### src/scrt_map.svh
// register offsets, field positions, reset values and divider counts for the timer block
// assumes a 32-bit axi4-lite slave, one register per aligned word
`ifndef SCRT_MAP_SVH
`define SCRT_MAP_SVH

`define SCRT_CTRL_OFS      8'h00
`define SCRT_CFG_OFS       8'h04
`define SCRT_CNT_LO_OFS    8'h08
`define SCRT_CNT_HI_OFS    8'h0c
`define SCRT_RLD_LO_OFS    8'h10
`define SCRT_RLD_HI_OFS    8'h14

`define SCRT_CTRL_OVF_BIT  7
`define SCRT_CTRL_EXF_BIT  6
`define SCRT_CTRL_EXEN_BIT 3
`define SCRT_CTRL_RUN_BIT  2
`define SCRT_CTRL_CT_BIT   1
`define SCRT_CTRL_CPRL_BIT 0
`define SCRT_CTRL_MASK     8'hcf

`define SCRT_CFG_CSEL_HI   4
`define SCRT_CFG_CSEL_LO   3
`define SCRT_CFG_TOG_BIT   2
`define SCRT_CFG_TOE_BIT   1
`define SCRT_CFG_DECREMENT_ENABLE_BIT  0
`define SCRT_CFG_MASK      8'h1f

`define SCRT_RESET_BYTE    8'h00
`define SCRT_DIV12_CNT     4'd12
`define SCRT_DIV8_CNT      4'd8
`define SCRT_DIV2_CNT      4'd2

`endif

### src/scrt_pkg.sv
// types shared by the timer block
// assumes scrt_map.svh defines the offsets and fields
package scrt_pkg;

   typedef enum logic [1:0] {
      SCRT_CK_DIV12,
      SCRT_CK_SYS,
      SCRT_CK_EXT8,
      SCRT_CK_DIV2
   } scrt_csel_t;

   typedef enum logic [1:0] {
      SCRT_BUS_IDLE,
      SCRT_BUS_WRESP,
      SCRT_BUS_RRESP
   } scrt_bus_t;

   typedef struct packed {
      logic [31:0] awaddr;
      logic        awvalid;
      logic [31:0] wdata;
      logic [3:0]  wstrb;
      logic        wvalid;
      logic        bready;
      logic [31:0] araddr;
      logic        arvalid;
      logic        rready;
   } scrt_axi_req_t;

   typedef struct packed {
      logic        awready;
      logic        wready;
      logic [1:0]  bresp;
      logic        bvalid;
      logic        arready;
      logic [31:0] rdata;
      logic [1:0]  rresp;
      logic        rvalid;
   } scrt_axi_rsp_t;

   typedef struct packed {
      logic       overflow_event;
      logic       adc_start;
      logic       dac_update;
      logic       uart0_baud_tick;
      logic       irq_request;
      logic       toggle_pin_out;
      logic       toggle_pin_oe;
   } scrt_evt_t;

   typedef struct packed {
      logic [1:0]  cnt_sync;
      logic [1:0]  trg_sync;
      logic [1:0]  ext_sync;
      logic        cnt_prev;
      logic        trg_prev;
      logic        ext_prev;
      logic [3:0]  pre_cnt;
      logic [3:0]  ext_cnt;
      logic        ext_tick;
      logic [15:0] count;
      logic [15:0] reload;
      logic        ovf_flag;
      logic        ext_flag;
      logic        ext_en;
      logic        run_bit;
      logic        counter_select;
      logic        capture_reload_select;
      logic [1:0]  clock_select;
      logic        toggle_state;
      logic        toggle_output_enable;
      logic        decrement_enable;
      logic        ovf_pulse;
      scrt_bus_t   bus;
      logic        aw_held;
      logic        w_held;
      logic [7:0]  aw_addr;
      logic [31:0] w_data;
      logic [3:0]  w_strb;
      logic [1:0]  bresp;
      logic [31:0] rdata;
      logic [1:0]  rresp;
   } scrt_state_t;

endpackage

### src/scrt_timer.sv
// one 16-bit capture/reload timer with axi4-lite register access
// assumes pins come from the crossbar asynchronously; timer 3 is fed the timer 2 pins outside
//
// Local design decisions: register access over AXI4-Lite and the placing of the registers.
`timescale 1ns/100ps
`include "scrt_map.svh"

// Behaviour
// 16-bit count in two byte halves
// toggle only when HAS_TOGGLE set
// clock: system_clock, /2, /12, ext/8
// counter mode counts count-pin falling edges
// timer 3 shares timer 2 pins
// overflow pulses to adc and dac
// overflow usable as uart0 baud tick
// decrement enable: trigger pin sets direction
// with decrement, trigger pin makes no events
// trigger falling edge captures count
// capture sets external flag, interrupt request
// capture up overflow sets overflow flag
// capture down 0000 to ffff underflows
// capture needs run; exen 0 ignores pin
// reload mode when select 0; run starts
// up overflow loads reload value
// reload on trigger rising edge
// down match reload loads ffff
// reload mode external flag toggles
// toggle inverts on overflow/underflow
// clock select encoding 00..11
// toggle state readable and writable
// toggle reaches pin only when enabled
// pins synchronised, edges as pulses
// flags cleared only by software; reload-mode wraps toggle the external flag, so hardware clears it too
module scrt_timer #(
   parameter bit HAS_TOGGLE = 1'b1
) (
   input  wire logic                    clk,
   input  wire logic                    nrst,
   input  wire scrt_pkg::scrt_axi_req_t axi_req,
   output scrt_pkg::scrt_axi_rsp_t      axi_rsp,
   input  wire logic                    ext_count_pin,
   input  wire logic                    ext_trigger_pin,
   input  wire logic                    ext_osc_clk,
   output scrt_pkg::scrt_evt_t          evt
);

   scrt_pkg::scrt_state_t s_reg;
   scrt_pkg::scrt_state_t s_next;

   logic        cnt_fall;
   logic        trg_fall;
   logic        trg_rise;
   logic        tick;
   logic        count_up;
   logic        ovf;
   logic        capture;
   logic        reload_ev;
   logic [15:0] count_cur;
   logic [7:0]  ctrl_rd;
   logic [7:0]  cfg_rd;
   logic        wr_go;
   logic        rd_go;
   logic [7:0]  wbyte;
   logic [7:0]  raddr;

   // byte lane 0 merge with strobe
   function automatic logic [7:0] lane0(input logic [7:0] old, input logic [31:0] d,
                                        input logic [3:0] st);
      lane0 = st[0] ? d[7:0] : old;
   endfunction

   // low and high halves of the live count and of the reload value
   function automatic logic [15:0] set_half(input logic [15:0] v, input logic hi,
                                            input logic [7:0] b);
      set_half = hi ? {b, v[7:0]} : {v[15:8], b};
   endfunction

   always_comb begin
      // edges only from second sync stage onward
      cnt_fall  = s_reg.cnt_prev & ~s_reg.cnt_sync[1];
      trg_fall  = s_reg.trg_prev & ~s_reg.trg_sync[1];
      trg_rise  = ~s_reg.trg_prev & s_reg.trg_sync[1];
      // R21: R04: clock source choice
      if (s_reg.counter_select) begin
         tick = cnt_fall;
      end else begin
         case (scrt_pkg::scrt_csel_t'(s_reg.clock_select))
            scrt_pkg::SCRT_CK_DIV12: tick = (s_reg.pre_cnt == `SCRT_DIV12_CNT - 4'd1);
            scrt_pkg::SCRT_CK_SYS:   tick = 1'b1;
            scrt_pkg::SCRT_CK_EXT8:  tick = s_reg.ext_tick;
            scrt_pkg::SCRT_CK_DIV2:  tick = s_reg.pre_cnt[0];
            default:                 tick = 1'b0;
         endcase
      end
      // R14: run gates ticks
      tick = tick & s_reg.run_bit;
      // direction from trigger level
      count_up = ~s_reg.decrement_enable | s_reg.trg_sync[1];
      count_cur = s_reg.count;
      if (!count_up) begin
         // R13: down terminal value per mode
         ovf = tick & (s_reg.capture_reload_select ? (count_cur == 16'h0000)
                                                   : (count_cur == s_reg.reload));
      end else begin
         // R16: up overflow at ffff
         ovf = tick & (count_cur == 16'hffff);
      end
      // R14: R10: R17: pin events gated
      capture   = s_reg.capture_reload_select & s_reg.run_bit & s_reg.ext_en
                  & ~s_reg.decrement_enable & trg_fall;
      reload_ev = ~s_reg.capture_reload_select & s_reg.ext_en
                  & ~s_reg.decrement_enable & trg_rise;
      ctrl_rd = {s_reg.ovf_flag, s_reg.ext_flag, 2'b00, s_reg.ext_en, s_reg.run_bit,
                 s_reg.counter_select, s_reg.capture_reload_select};
      // toggle state readback
      cfg_rd  = {3'b000, s_reg.clock_select, HAS_TOGGLE & s_reg.toggle_state,
                 s_reg.toggle_output_enable, s_reg.decrement_enable};
      wr_go = (s_reg.bus == scrt_pkg::SCRT_BUS_IDLE) & s_reg.aw_held & s_reg.w_held;
      rd_go = (s_reg.bus == scrt_pkg::SCRT_BUS_IDLE) & ~wr_go & axi_req.arvalid;
      wbyte = 8'h00;
      raddr = axi_req.araddr[7:0];

      s_next = s_reg;
      // shareable pin inputs
      s_next.cnt_sync = {s_reg.cnt_sync[0], ext_count_pin};
      s_next.trg_sync = {s_reg.trg_sync[0], ext_trigger_pin};
      s_next.ext_sync = {s_reg.ext_sync[0], ext_osc_clk};
      s_next.cnt_prev = s_reg.cnt_sync[1];
      s_next.trg_prev = s_reg.trg_sync[1];
      s_next.ext_prev = s_reg.ext_sync[1];
      s_next.pre_cnt  = (s_reg.pre_cnt == `SCRT_DIV12_CNT - 4'd1) ? 4'd0
                        : s_reg.pre_cnt + 4'd1;
      // ext/8 counted on rising edges of the synced oscillator
      s_next.ext_tick = 1'b0;
      if (s_reg.ext_sync[1] & ~s_reg.ext_prev) begin
         if (s_reg.ext_cnt == `SCRT_DIV8_CNT - 4'd1) begin
            s_next.ext_cnt  = 4'd0;
            s_next.ext_tick = 1'b1;
         end else begin
            s_next.ext_cnt = s_reg.ext_cnt + 4'd1;
         end
      end

      // count path
      if (tick) begin
         if (ovf & ~s_reg.capture_reload_select) begin
            s_next.count = count_up ? s_reg.reload : 16'hffff;
         end else begin
            s_next.count = count_up ? s_reg.count + 16'd1 : s_reg.count - 16'd1;
         end
      end
      if (reload_ev) begin
         s_next.count = s_reg.reload;
      end
      if (capture) begin
         s_next.reload = s_reg.count;
      end
      s_next.ovf_pulse = ovf;
      // toggle on every wrap
      if (ovf & HAS_TOGGLE) begin
         s_next.toggle_state = ~s_reg.toggle_state;
      end

      // register writes first so hardware sets below win
      s_next.bresp = 2'b00;
      if (wr_go) begin
         wbyte = s_reg.w_data[7:0];
         s_next.aw_held = 1'b0;
         s_next.w_held  = 1'b0;
         s_next.bus     = scrt_pkg::SCRT_BUS_WRESP;
         if (s_reg.w_strb[0]) begin
            case (s_reg.aw_addr)
               `SCRT_CTRL_OFS: begin
                  s_next.ovf_flag              = wbyte[`SCRT_CTRL_OVF_BIT];
                  s_next.ext_flag              = wbyte[`SCRT_CTRL_EXF_BIT];
                  s_next.ext_en                = wbyte[`SCRT_CTRL_EXEN_BIT];
                  s_next.run_bit               = wbyte[`SCRT_CTRL_RUN_BIT];
                  s_next.counter_select        = wbyte[`SCRT_CTRL_CT_BIT];
                  s_next.capture_reload_select = wbyte[`SCRT_CTRL_CPRL_BIT];
               end
               `SCRT_CFG_OFS: begin
                  s_next.clock_select = wbyte[`SCRT_CFG_CSEL_HI:`SCRT_CFG_CSEL_LO];
                  // forced toggle level
                  s_next.toggle_state         = HAS_TOGGLE & wbyte[`SCRT_CFG_TOG_BIT];
                  s_next.toggle_output_enable = HAS_TOGGLE & wbyte[`SCRT_CFG_TOE_BIT];
                  s_next.decrement_enable     = wbyte[`SCRT_CFG_DECREMENT_ENABLE_BIT];
               end
               `SCRT_CNT_LO_OFS: s_next.count  = set_half(s_next.count, 1'b0, wbyte);
               `SCRT_CNT_HI_OFS: s_next.count  = set_half(s_next.count, 1'b1, wbyte);
               `SCRT_RLD_LO_OFS: s_next.reload = set_half(s_next.reload, 1'b0, wbyte);
               `SCRT_RLD_HI_OFS: s_next.reload = set_half(s_next.reload, 1'b1, wbyte);
               default: s_next.bresp = 2'b10;
            endcase
         end else if (s_reg.aw_addr > `SCRT_RLD_HI_OFS || s_reg.aw_addr[1:0] != 2'b00) begin
            s_next.bresp = 2'b10;
         end
      end else begin
         s_next.bresp = s_reg.bresp;
      end

      // R12: R13: R16: flag set wins over clear
      if (ovf) begin
         s_next.ovf_flag = 1'b1;
      end
      // capture marks external flag
      if (capture | (reload_ev & trg_rise)) begin
         s_next.ext_flag = 1'b1;
      end
      // 17th bit in reload mode
      if (ovf & ~s_reg.capture_reload_select) begin
         s_next.ext_flag = ~s_next.ext_flag;
      end

      // axi4-lite channel capture
      if (axi_req.awvalid & ~s_reg.aw_held & (s_reg.bus == scrt_pkg::SCRT_BUS_IDLE)) begin
         s_next.aw_held = 1'b1;
         s_next.aw_addr = axi_req.awaddr[7:0];
      end
      if (axi_req.wvalid & ~s_reg.w_held & (s_reg.bus == scrt_pkg::SCRT_BUS_IDLE)) begin
         s_next.w_held = 1'b1;
         s_next.w_data = axi_req.wdata;
         s_next.w_strb = axi_req.wstrb;
      end
      if (rd_go) begin
         s_next.bus   = scrt_pkg::SCRT_BUS_RRESP;
         s_next.rresp = 2'b00;
         case (raddr)
            `SCRT_CTRL_OFS:   s_next.rdata = {24'h000000, ctrl_rd};
            `SCRT_CFG_OFS:    s_next.rdata = {24'h000000, cfg_rd};
            `SCRT_CNT_LO_OFS: s_next.rdata = {24'h000000, s_reg.count[7:0]};
            `SCRT_CNT_HI_OFS: s_next.rdata = {24'h000000, s_reg.count[15:8]};
            `SCRT_RLD_LO_OFS: s_next.rdata = {24'h000000, s_reg.reload[7:0]};
            `SCRT_RLD_HI_OFS: s_next.rdata = {24'h000000, s_reg.reload[15:8]};
            default: begin
               s_next.rdata = 32'h00000000;
               s_next.rresp = 2'b10;
            end
         endcase
      end
      case (s_reg.bus)
         scrt_pkg::SCRT_BUS_WRESP: if (axi_req.bready) s_next.bus = scrt_pkg::SCRT_BUS_IDLE;
         scrt_pkg::SCRT_BUS_RRESP: if (axi_req.rready) s_next.bus = scrt_pkg::SCRT_BUS_IDLE;
         default: ;
      endcase
   end

   always_ff @(posedge clk or negedge nrst) begin
      if (!nrst) begin
         s_reg     <= '0;
         s_reg.bus <= scrt_pkg::SCRT_BUS_IDLE;
      end else begin
         s_reg <= s_next;
      end
   end

   // channel readies only while idle, so one write or one read at a time
   always_comb begin
      axi_rsp.awready = (s_reg.bus == scrt_pkg::SCRT_BUS_IDLE) & ~s_reg.aw_held;
      axi_rsp.wready  = (s_reg.bus == scrt_pkg::SCRT_BUS_IDLE) & ~s_reg.w_held;
      axi_rsp.bvalid  = (s_reg.bus == scrt_pkg::SCRT_BUS_WRESP);
      axi_rsp.bresp   = s_reg.bresp;
      axi_rsp.arready = (s_reg.bus == scrt_pkg::SCRT_BUS_IDLE) & ~wr_go;
      axi_rsp.rvalid  = (s_reg.bus == scrt_pkg::SCRT_BUS_RRESP);
      axi_rsp.rdata   = s_reg.rdata;
      axi_rsp.rresp   = s_reg.rresp;
   end

   always_comb begin
      // R07: wrap pulse fanned to adc, dac, uart0
      evt.overflow_event  = s_reg.ovf_pulse;
      evt.adc_start       = s_reg.ovf_pulse;
      evt.dac_update      = s_reg.ovf_pulse;
      evt.uart0_baud_tick = s_reg.ovf_pulse;
      // R12: level request while overflow flag stands, or external flag in capture mode
      evt.irq_request     = s_reg.ovf_flag | (s_reg.ext_flag & s_reg.capture_reload_select);
      // R23: pin gated by output enable
      evt.toggle_pin_out  = HAS_TOGGLE & s_reg.toggle_output_enable & s_reg.toggle_state;
      evt.toggle_pin_oe   = HAS_TOGGLE & s_reg.toggle_output_enable;
   end

endmodule

### config.mk
export PLATFORM = sky130hd
export DESIGN_NAME = scrt_timer
export DESIGN_NICKNAME = d
export VERILOG_FILES = /design/src/scrt_pkg.sv /design/src/scrt_timer.sv
export VERILOG_INCLUDE_DIRS = /design/src /design/src/src
export SDC_FILE = /design/constraint.sdc
export NUM_CORES = 1
export LEC_CHECK = 0
export BUFFER_PORTS_ARGS = -buffer_cell sky130_fd_sc_hd__buf_2
export CAP_MARGIN = 40
export CORE_MARGIN = 8
export CORE_UTILIZATION = 40
export CTS_BUF_LIST = sky130_fd_sc_hd__clkbuf_4 sky130_fd_sc_hd__clkbuf_8 sky130_fd_sc_hd__clkbuf_16
export CTS_CLUSTER_DIAMETER = 50
export DETAILED_ROUTE_END_ITERATION = 7
export PLACE_DENSITY = 0.68
export SKIP_LAST_GASP = 1
export SYNTH_ARGS = -nofsm -noshare
export SYNTH_HDL_FRONTEND = slang
export SYNTH_SLANG_ARGS = --single-unit
### constraint.sdc
create_clock -name clk -period 3.65 [get_ports clk]
set_clock_uncertainty 0.15 [all_clocks]
set_input_delay 0.73 -clock clk [delete_from_list [all_inputs] [get_ports clk]]
set_output_delay 0.73 -clock clk [all_outputs]
set_load 0.03 [all_outputs]
==> summary.md, run 1 <==
| Metric | Value |
|---|---|
| Status | `complete, no violations` |
| Critical Path, Cell by Cell | `nand4_1, nor4_1, nor2_1, or3_1, a21oi_4, nor2_1, a311o_1, a31oi_1` |
| #FFs+latches synth | `93` |
| Crit end category | `register` |
| Leading area contributor after synthesis | `dfrtp_1` |
| GRT busiest layer | `met2` |
| Netlist Area Pre-Place | `5725 µm²` |
| Post-synth top flop | `dfrtp_1` |
| Area share of and/or/nand/nor cells after synthesis | `18.25%` |
| Via/cell ratio | `5.671` |
| Peak VDD IR | `0.4757 mV` |
| Initial antenna violation count | `0` |
| Clock slew at reported path FFs | `0.07 ns` |
| Switching pwr | `1.456 mW` |
| Remaining DRCs | `0` |
| Layout area overhead | `11.08%` |
| Synth top area share | `40.65%` |
| Slew Limit Fails | `0` |
| Clock network power share | `27.4%` |
| Pre-antenna DRT Iters | `6` |
| Pwr dens | `611.1 nW/µm²` |
| Seq pwr share | `42.9%` |
| DP Worst Slack | `0.4471 ns` |
| Layout cells sized above 1 | `19.91%` |
| Total wire length | `15580 µm` |
| Multiplexer share of the synthesized area | `11.52%` |
| Inst Count DP | `832` |
| Starting DRT DRC Count | `429` |
| Sequential fraction of the synthesis area | `40.65%` |
| Syn_area_per_cell | `9.103 µm²` |
| Max Fclk | `304.7 MHz` |
| Hold-fix buffers, CTS | `0` |
| Post-CTS setup buffer count | `0` |
| Max reg flops | `49` |
| Hold Crit Class | `reg -> reg` |
| # diodes | `0` |
| WS Path Type | `reg -> reg` |
| Number of global-route vias before repair | `4835` |
| Worst rel slew slack | `44.99%` |
| Ys async rst share | `100.0%` |
| Cell Int Power | `2.431 mW` |
| Layout Nets | `779` |
| Crit path required time | `3.77 ns` |
| Setup_tns | `0 ns` |
| Top cells by area, synth | `dfrtp_1 41%, mux2_2 5.7%, mux2i_1 5.4%` |
| Max Cap Viol | `0` |
| Later-pin clock latency in the skew report | `0.35 ns` |
| GR Util met1 | `21.11%` |
| Core Area | `13930 µm²` |
| Grt met3 use | `4.562%` |
| RSZ-0062 raised after global routing | `false` |
| Static Leak | `2.870 nW` |
| Htree depth | `3` |
| Global router's overall resource usage | `17.23%` |
| Post-Synthesis Cells | `629` |
| Starting Density | `41.09%` |
| Global Route met2 Usage | `28.42%` |
| YS warnings | `0` |
| CTS Root Cell | `clkbuf_16` |
| First-pass GRT wire length | `25070 µm` |
| CTS tree | `yes` |
| # resized after CTS | `0` |
| Die area | `18400 µm²` |
| Hold Fails Final Rpt | `0` |
| Num CTS Buffers | `9` |
| Yosys cell types | `60` |
| Post-synthesis xor/xnor area fraction | `4.283%` |
| Worst Path Buf+Inv | `0` |
| Port bufs | `56` |
| Grt total ovfl | `0` |
| Slowest stage delay, CP | `0.68 ns` |
| Combinational share of power | `29.7%` |
| I/O pins | `158` |
| Vias | `4809` |
| Largest net degree at the start of global routing | `55` |
| Post-synth EDFFs | `0` |
| Row count | `43` |
| Period utilization | `89.90%` |
| CP Launch Type | `register` |
| Synth Area in Adders | `1.311%` |
| HPWL after DPL | `11520 µm` |
| Tmin final | `3.281 ns` |
| CP Max Fanout | `19` |
| Sw frac | `37.45%` |
| Routed Antenna Nets | `0` |
| Final Wtd Congestion | `0.9123` |
| Family with the most delay on the worst path | `simple AND/OR/NAND/NOR gates` |
| Measured slew at the worst slew-check pin | `0.8221 ns` |
| Slowest cell on the critical path | `dfrtp_1` |
| Die Y-Extent | `135.6 µm` |
| Non-Filler Instances | `848` |
| Clk sinks | `93` |
| Routed WL per cell | `18.38 µm` |
| Fin worst setup slack | `0.3685 ns` |
| Maximum buffer depth of the clock tree | `2` |
| Most frequent CP cell | `nor2_1` |
| Main combinational cell family by area after synthesis | `simple AND/OR/NAND/NOR gates` |
| Compound-Gate Fraction of Synth Area | `14.93%` |
| Worst EP arrival | `3.41 ns` |
| Endpoints failing setup | `0` |
| Die Width | `135.6 µm` |
## area by class of cell
| class | instances | area, µm² |
|---|---|---|
| clock inverter | 5 | 88.84 |
| fill | 1340 | 7575 |
| tap | 180 | 225.2 |
| inverter | 9 | 33.78 |
| multi-input combinational | 471 | 2977 |
| clock buffer | 11 | 252.7 |
| sequential | 93 | 2327 |
| timing repair buffer | 79 | 455.4 |
## synthesized netlist by cell type, types with 15 or more instances
master    count
xor2_1       15
nand2_1      49
dfrtp_1      93
nor3_1       18
nand3_1      24
buf_4        41
nor2_1       59
a21oi_1      39
o21ai_0      38
mux2_2       29
clkbuf_1     27
mux2i_1      31
## worst reg2reg max path: stages (launching register included)
cell and delay [ns]:
dfrtp_1 0.68, nand4_1 0.17, nor4_1 0.44, nor2_1 0.14, or3_1 0.46, a21oi_4 0.53
nor2_1 0.13, a311o_1 0.34, a31oi_1 0.17
## power by group through the flow
stage | registers [mW] | logic (mW) | clock network, mW
after detailed placement | 1.67 | 1.16 | 0
final | 1.67 | 1.15 | 1.07
after floorplan | 1.48 | 0.967 | 0
after CTS | 1.65 | 1.16 | 1.09
after global placement | 1.66 | 1.12 | 0
after global routing | 1.69 | 1.28 | 1.13
## stage by stage
stage / area [µm²] / hold WS (ns) / power (mW) / util [%]
after CTS: 6360 / 0.2071 / 3.906 / 45.64
final: 6360 / 0.2022 / 3.887 / 45.64
after detailed placement: 6018 / 0.1886 / 2.829 / 43.19
after floorplan: 5819 / 0.1812 / 2.446 / -
after global routing: 6360 / 0.2125 / 4.105 / 45.64
after global placement: 6011 / 0.1877 / 2.775 / 43.14
## logic make-up (layout without fill, tap and decap cells)
group	count (synthesis)	count (layout)
xor+xnor	28	28
other cells	1	26
simple gates	213	213
compound gates	137	137
buf+inv	90	104
mux	61	61
flops	93	93
fa+ha+maj	6	6
## metal layers
metal / part of all wire [%] / up-vias
li1: - / 2246
met2: 48 / 223
met1: 41 / 2304
met3: 8.5 / 36
met5: 0 / -
met4: 2.5 / 0
## cells in the final DEF, fill, tap and decap left out, types with 15 or more instances in the layout
cell type  netlist  final
nand3_1         24     24
xor2_1          15     15
a21oi_1         39     39
mux2_2          29     29
mux2i_1         31     31
nor3_1          18     18
dfrtp_1         93     93
conb_1           1     26
buf_4           41     24
nor2_1          59     59
o21ai_0         38     38
buf_2            7     55
nand2_1         49     49
## worst paths after layout
path / startpoint / end / slack [ns] / depth (start not counted)
min reg2reg: s_next[143] / s_next[138] / 0.20 / 0
max in group asynchronous: nrst / axi_rsp[38] / 2.30 / 2
max reg2reg: count_cur[0] / count_cur[13] / 0.37 / 8
max: count_cur[0] / count_cur[13] / 0.37 / 8
min: s_next[143] / s_next[138] / 0.20 / 0
min in group asynchronous: nrst / count_cur[6] / 0.26 / 1
Power figures use the tool's default switching activity.
==> run 2, diff against run 1 <==
--- a/config.mk
+++ b/config.mk
@@ -10,10 +10,11 @@
 export CAP_MARGIN = 40
 export CORE_MARGIN = 8
 export CORE_UTILIZATION = 40
-export CTS_BUF_LIST = sky130_fd_sc_hd__clkbuf_4 sky130_fd_sc_hd__clkbuf_8 sky130_fd_sc_hd__clkbuf_16
+export CTS_BUF_LIST = sky130_fd_sc_hd__clkbuf_8
 export CTS_CLUSTER_DIAMETER = 50
 export DETAILED_ROUTE_END_ITERATION = 7
 export PLACE_DENSITY = 0.68
+export REMOVE_ABC_BUFFERS = 1
 export SKIP_LAST_GASP = 1
 export SYNTH_ARGS = -nofsm -noshare
 export SYNTH_HDL_FRONTEND = slang
==> constraint.sdc (replaced) <==
create_clock -name clk -period 3.4 [get_ports clk]
set_clock_uncertainty 0.15 [all_clocks]
set_input_delay 0.68 -clock clk [delete_from_list [all_inputs] [get_ports clk]]
set_output_delay 0.68 -clock clk [all_outputs]
set_load 0.03 [all_outputs]
==> run 2 against run 1 <==
Final area decreased by 1.2%. Combinational power increased by 11%. Core utilization decreased by 0.54 points. Critical endpoint is now count_cur[12].
==> summary.md, run 2 (synthesis gave the netlist of run 1 again) <==
| Metric | Value |
|---|---|
| Status | `complete, no violations` |
| # diodes | `0` |
| Layout Nets | `785` |
| Number of global-route vias before repair | `4768` |
| Slowest cell on the critical path | `dfrtp_1` |
| Htree depth | `3` |
| Worst rel slew slack | `45.30%` |
| Filler instances | `1333` |
| Most common cell after layout, fill and taps aside | `dfrtp_1` |
| Row count | `43` |
| Slew Limit Fails | `0` |
| Clk sinks | `93` |
| Clock slew at reported path FFs | `0.10 ns` |
| Later-pin clock latency in the skew report | `0.39 ns` |
| Setup_tns | `0 ns` |
| Hold Fails Final Rpt | `0` |
| Peak VDD IR | `0.4807 mV` |
| Crit path required time | `3.54 ns` |
| Die Y-Extent | `135.6 µm` |
| Num CTS Buffers | `9` |
| I/O pins | `158` |
| Layout cells sized above 1 | `20.47%` |
| Fin worst setup slack | `0.3042 ns` |
| Worst EP arrival | `3.23 ns` |
| RSZ-0062 raised after global routing | `false` |
| Sequential Area | `2327 µm²` |
| First-pass GRT wire length | `25250 µm` |
| Final core occ | `45.10%` |
| Routed WL per cell | `18.61 µm` |
| Crit end category | `register` |
| R2R Path Start | `count_cur[5]` |
| Pwr dens | `610.2 nW/µm²` |
| HPWL after DPL | `11850 µm` |
| Most frequent cells in the layout | `93 x dfrtp_1, 59 x nor2_1, 55 x buf_2, 49 x nand2_1, 39 x a21oi_1` |
| Multi-input combinational cell area | `2977 µm²` |
| Final Wtd Congestion | `0.9049` |
| Static Leak | `2.847 nW` |
| Via/cell ratio | `5.637` |
| Vias | `4814` |
| CTS Root Cell | `clkbuf_8` |
| Largest net degree at the start of global routing | `63` |
| Maximum buffer depth of the clock tree | `2` |
| # resized after CTS | `0` |
| DP Worst Slack | `0.3726 ns` |
| Inst Count DP | `838` |
| WS Path Type | `reg -> reg` |
| Starting Density | `41.09%` |
| Port bufs | `56` |
| Pre-antenna DRT Iters | `7` |
| Max Cap Viol | `0` |
| Total wire length | `15890 µm` |
| Hold Crit Class | `reg -> reg` |
| Max reg flops | `49` |
| Die area | `18400 µm²` |
| Tmin final | `3.096 ns` |
| Most frequent CP cell | `buf_4` |
| Post-CTS setup buffer count | `0` |
| Max Fclk | `323.0 MHz` |
| Grt total ovfl | `0` |
| Layout area overhead | `9.768%` |
| Period utilization | `91.05%` |
| Non-Filler Instances | `854` |
| Measured slew at the worst slew-check pin | `0.8205 ns` |
| Starting DRT DRC Count | `460` |
| CP Launch Type | `register` |
| CP Launch Point | `count_cur[5]` |
| Remaining DRCs | `0` |
| Routed Antenna Nets | `0` |
| Hold wc startpoint | `s_next[145]` |
| Critical Path, Cell by Cell | `nand4_1, nor4_1, buf_4, nor2_1, or3_1, a21oi_4, buf_4, nor3_1, o31a_1, o21ai_0` |
| Die Width | `135.6 µm` |
| CTS tree | `yes` |
| Global router's overall resource usage | `17.45%` |
| Initial antenna violation count | `0` |
| Slowest stage delay, CP | `0.58 ns` |
| CP Max Fanout | `12` |
| Hold-fix buffers, CTS | `0` |
| Core Area | `13930 µm²` |
| Endpoints failing setup | `0` |
run 2: path summary, 6_finish.rpt:
kind	slack, ns	cells past startpoint	endpoint
max	0.30	10	count_cur[12]
min	0.21	0	s_next[139]
max reg2reg	0.30	10	count_cur[12]
min reg2reg	0.21	0	s_next[139]
max in group asynchronous	2.21	2	s_reg[111]
min in group asynchronous	0.25	1	s_reg[79]
run 2: layout make-up:
type	count	area share [%]
Clock buffer	9	1.971
Clock inverter	7	1.354
Inverter	9	0.5375
Multi-Input combinational cell	471	47.36
Sequential cell	93	37.03
Tap cell	180	3.584
Timing Repair Buffer	85	8.162
run 2: layer usage:
| metal | share of wire (%) | GRT usage [%] | vias up | wire [µm] |
|---|---|---|---|---|
| li1 | - | - | 2254 | - |
| met1 | 43 | 22.18 | 2330 | 6877 |
| met2 | 46 | 27.87 | 198 | 7339 |
| met3 | 7.9 | 4.377 | 32 | 1262 |
| met4 | 2.6 | 6.786 | 0 | 412 |
| met5 | 0 | 0 | - | 0 |
run 2: stage by stage:
stage	cell area, µm²	power [mW]	hold slack (ns)
6_report	6285	3.835	0.2103
2_1_floorplan	5338	2.554	0.1812
3_5_place_dp	6076	3.052	0.1858
5_1_grt	6285	4.058	0.2150
4_1_cts	6285	3.837	0.2090
3_3_place_gp	6076	2.990	0.1821
run 2: worst max-delay path, delay by kind of cell (launching register included):
| family | cells | cell delay, ns |
|---|---|---|
| compound gates | 3 | 0.71 |
| flops | 1 | 0.58 |
| simple gates | 5 | 1.13 |
| buf+inv | 2 | 0.41 |
run 2: power by group:
part | switching (mW) | leakage, nW | total (mW) | internal (mW)
registers | 0.395 | 1.21 | 1.76 | 1.37
clock network | 0.436 | 0.108 | 0.788 | 0.351
logic | 0.720 | 1.53 | 1.28 | 0.563
total | 1.55 | 2.85 | 3.83 | 2.28
==> run 3, diff against run 2 <==
--- a/config.mk
+++ b/config.mk
@@ -6,14 +6,15 @@
 export SDC_FILE = /design/constraint.sdc
 export NUM_CORES = 1
 export LEC_CHECK = 0
+export ABC_AREA = 1
 export BUFFER_PORTS_ARGS = -buffer_cell sky130_fd_sc_hd__buf_2
-export CAP_MARGIN = 40
+export CAP_MARGIN = 20
 export CORE_MARGIN = 8
-export CORE_UTILIZATION = 40
+export CORE_UTILIZATION = 55
 export CTS_BUF_LIST = sky130_fd_sc_hd__clkbuf_8
 export CTS_CLUSTER_DIAMETER = 50
 export DETAILED_ROUTE_END_ITERATION = 7
-export PLACE_DENSITY = 0.68
+export PLACE_DENSITY = 0.86
 export REMOVE_ABC_BUFFERS = 1
 export SKIP_LAST_GASP = 1
 export SYNTH_ARGS = -nofsm -noshare
==> run 3 against run 2 <==
Die area shrank 18%. Power down 46%. Routed wire length is 13% higher. Clock-buffer cell count did not move. Critical endpoint unchanged. Largest power group unchanged.
==> summary.md, run 3 <==
| Metric | Value |
|---|---|
| # resized after CTS | `0` |
| Measured slew at the worst slew-check pin | `0.8176 ns` |
| Static Leak | `3.661 nW` |
| Combinational share of power | `6.3%` |
| Clock network power share | `38.0%` |
| RSZ-0062 raised after global routing | `false` |
| Sequential fraction of the synthesis area | `37.12%` |
| Filler instances | `1070` |
| Later-pin clock latency in the skew report | `0.38 ns` |
| Hold Crit Class | `in -> async` |
| Starting DRT DRC Count | `708` |
| Sequential Area | `2327 µm²` |
| Compound-Gate Fraction of Synth Area | `12.87%` |
| Ys async rst share | `100.0%` |
| Final Wtd Congestion | `1.027` |
| Post-synth EDFFs | `0` |
| Final instance area | `6688 µm²` |
| HPWL after DPL | `13310 µm` |
| Inst Count DP | `1087` |
| Layout Nets | `1071` |
| Post-synth top flop | `dfrtp_1` |
| Synth top cells by count | `307 x nand2_1, 99 x inv_1, 93 x dfrtp_1` |
| Hold-fix buffers, CTS | `0` |
| First-pass GRT wire length | `29210 µm` |
| Most numerous cell in the Yosys netlist | `nand2_1` |
| Worst rel slew slack | `45.07%` |
| Clk sinks | `93` |
| Die Y-Extent | `122.8 µm` |
| Via/cell ratio | `5.675` |
| Pwr dens | `308.0 nW/µm²` |
| Max Fclk | `362.2 MHz` |
| WS Path Type | `reg -> reg` |
| Htree depth | `3` |
| Seq pwr share | `55.8%` |
| Most frequent CP cell | `nand2_1` |
| Non-Filler Instances | `1103` |
| CTS Root Cell | `clkbuf_8` |
| Yosys cell types | `42` |
| Num CTS Buffers | `9` |
| Max Cap Viol | `0` |
| Layout area overhead | `6.665%` |
| Max reg flops | `49` |
| I/O pins | `158` |
| Die area | `15070 µm²` |
| Slowest cell on the critical path | `dfrtp_1` |
| Crit end category | `register` |
| Post-Synthesis Cells | `915` |
| Hold Fails Final Rpt | `0` |
| Sw frac | `28.71%` |
| Core Area | `11270 µm²` |
| Area share of and/or/nand/nor cells after synthesis | `31.81%` |
| Clock slew at reported path FFs | `0.12 ns` |
| Pre-antenna DRT Iters | `6` |
| Post-CTS setup buffer count | `0` |
| Starting Density | `55.62%` |
| Worst-case reg-to-reg path depth | `17` |
| Number of global-route vias before repair | `5988` |
| Most frequent cells in the layout | `307 x nand2_1, 99 x inv_1, 93 x dfrtp_1, 67 x nor2_1, 56 x nand3_1` |
| Layout cells sized above 1 | `12.92%` |
| Row count | `39` |
| Routed Antenna Nets | `0` |
| Setup_tns | `0 ns` |
| Status | `complete, no violations` |
| Multi-input combinational cell area | `3198 µm²` |
| Global router's overall resource usage | `24.35%` |
| Synth top area share | `37.12%` |
| R2R Setup Slk | `0.64 ns` |
| # diodes | `0` |
| Crit path required time | `3.54 ns` |
| Port bufs | `56` |
| Netlist Area Pre-Place | `6270 µm²` |
| Slew Limit Fails | `0` |
| Cell Int Power | `1.468 mW` |
| Placed inst area | `6482 µm²` |
| CP Launch Type | `register` |
| Remaining DRCs | `0` |
| Period utilization | `81.20%` |
| Critical Path, Cell by Cell | `inv_2, nand2_1, buf_4, nand2_1, nand2_1, nor2_1, inv_1, nor2_1, nand3_1, nand2_1, nand2_1, nand3_1, nand3_1, nand2_1, nand2_1, nand2_1, nand2_1` |
| Total wire length | `17930 µm` |
| YS warnings | `0` |
| Leading area contributor after synthesis | `dfrtp_1` |
| Syn_area_per_cell | `6.852 µm²` |
| #FFs+latches synth | `93` |
| Slowest stage delay, CP | `0.46 ns` |
| Tmin final | `2.761 ns` |
| Main combinational cell family by area after synthesis | `simple AND/OR/NAND/NOR gates` |
| CP Max Fanout | `18` |
| Grt total ovfl | `0` |
| Endpoints failing setup | `0` |
| Vias | `6260` |
| Worst EP arrival | `2.90 ns` |
| Post-synthesis xor/xnor area fraction | `1.257%` |
| Synth Area in Adders | `1.197%` |
| Routed WL per cell | `16.26 µm` |
| Switching pwr | `591.3 µW` |
| R2R Path Start | `s_next[138]` |
| Worst R2R End | `count_cur[12]` |
| Top cells by area, synth | `dfrtp_1 37%, nand2_1 18%, inv_1 5.9%` |
| Largest net degree at the start of global routing | `50` |
| Die Width | `122.8 µm` |
| Multiplexer share of the synthesized area | `2.315%` |
| CTS tree | `yes` |
| Peak VDD IR | `0.3136 mV` |
| Most common cell after layout, fill and taps aside | `nand2_1` |
| Initial antenna violation count | `0` |
| Maximum buffer depth of the clock tree | `2` |
==> run 3: changes by cell type after synthesis, moves of 12 or more <==
cell | before | now
nand2_1 | 49 | 307
inv_1 | 9 | 99
nand3_1 | 24 | 56
mux2i_1 | 31 | 1
o22ai_1 | 7 | 36
mux2_2 | 29 | 12
clkbuf_1 | 27 | 11
xnor2_1 | 13 | 1
==> run 3: kinds of logic (layout without fill, tap and decap cells) <==
logic type                 count (synthesis)  in the layout
and+or+nand+nor                          477            477
buffers and inverters                    174            194
AOI/OAI and AO/OA                        142            142
DFF                                       93             93
muxes                                     13             13
xor gates and xnor gates                   9              9
adders and majority gates                  6              6
other                                      1             26
==> run 3: metal layers <==
layer	part of all wire [%]	track usage, %	vias up	routed length [µm]
li1	-	-	2972	-
met1	41	31.72	2867	7270
met2	46	39.01	356	8213
met3	9.8	4.186	65	1763
met4	3.8	10.74	0	684
met5	0	0	-	0
==> run 3: cell type report <==
class / instances / share of cell area, %
well taps: 143 / 2.675
clock buffers: 9 / 1.852
multi-input cells: 673 / 47.82
clock inverters: 7 / 1.216
repair buffers: 66 / 5.351
inverters: 112 / 6.286
flip-flops and latches: 93 / 34.80
==> run 3: worst max-delay path by stage <==
stage | startpoint | cells after the start | end | slack [ns]
finish | s_next[138] | 17 | count_cur[12] | 0.64
global route | s_next[138] | 17 | count_cur[12] | 0.35
CTS | s_reg[82] | 11 | count_cur[0] | 0.70
detailed placement | s_next[138] | 17 | count_cur[12] | 0.73
global placement | s_next[138] | 17 | count_cur[12] | 0.77
floorplan | s_next[138] | 11 | count_cur[9] | 0.87
==> run 3: per-stage QoR <==
stage,hold WS (ns),power (mW),worst slack (ns),util (%)
global placement,0.1827,1.294,0.7746,57.51
floorplan,0.1812,1.242,0.8731,-
detailed placement,0.1847,1.301,0.7345,57.51
global route,0.2025,2.125,0.3545,59.33
finish,0.1602,2.060,0.6393,59.33
CTS,0.1775,2.064,0.6999,59.33
==> run 3: power by group through the flow <==
stage,combinational (mW),sequential (mW),clock [mW]
after global placement,0.125,1.17,0
after CTS,0.130,1.15,0.784
final,0.129,1.15,0.782
after floorplan,0.0750,1.17,0
after detailed placement,0.130,1.17,0
after global routing,0.147,1.15,0.825
==> run 3: critical path: cells and delay by family (launching register included) <==
family / cells / cell delay, ns
buffers and inverters: 3 / 0.53
DFF: 1 / 0.46
and+or+nand+nor: 14 / 1.53
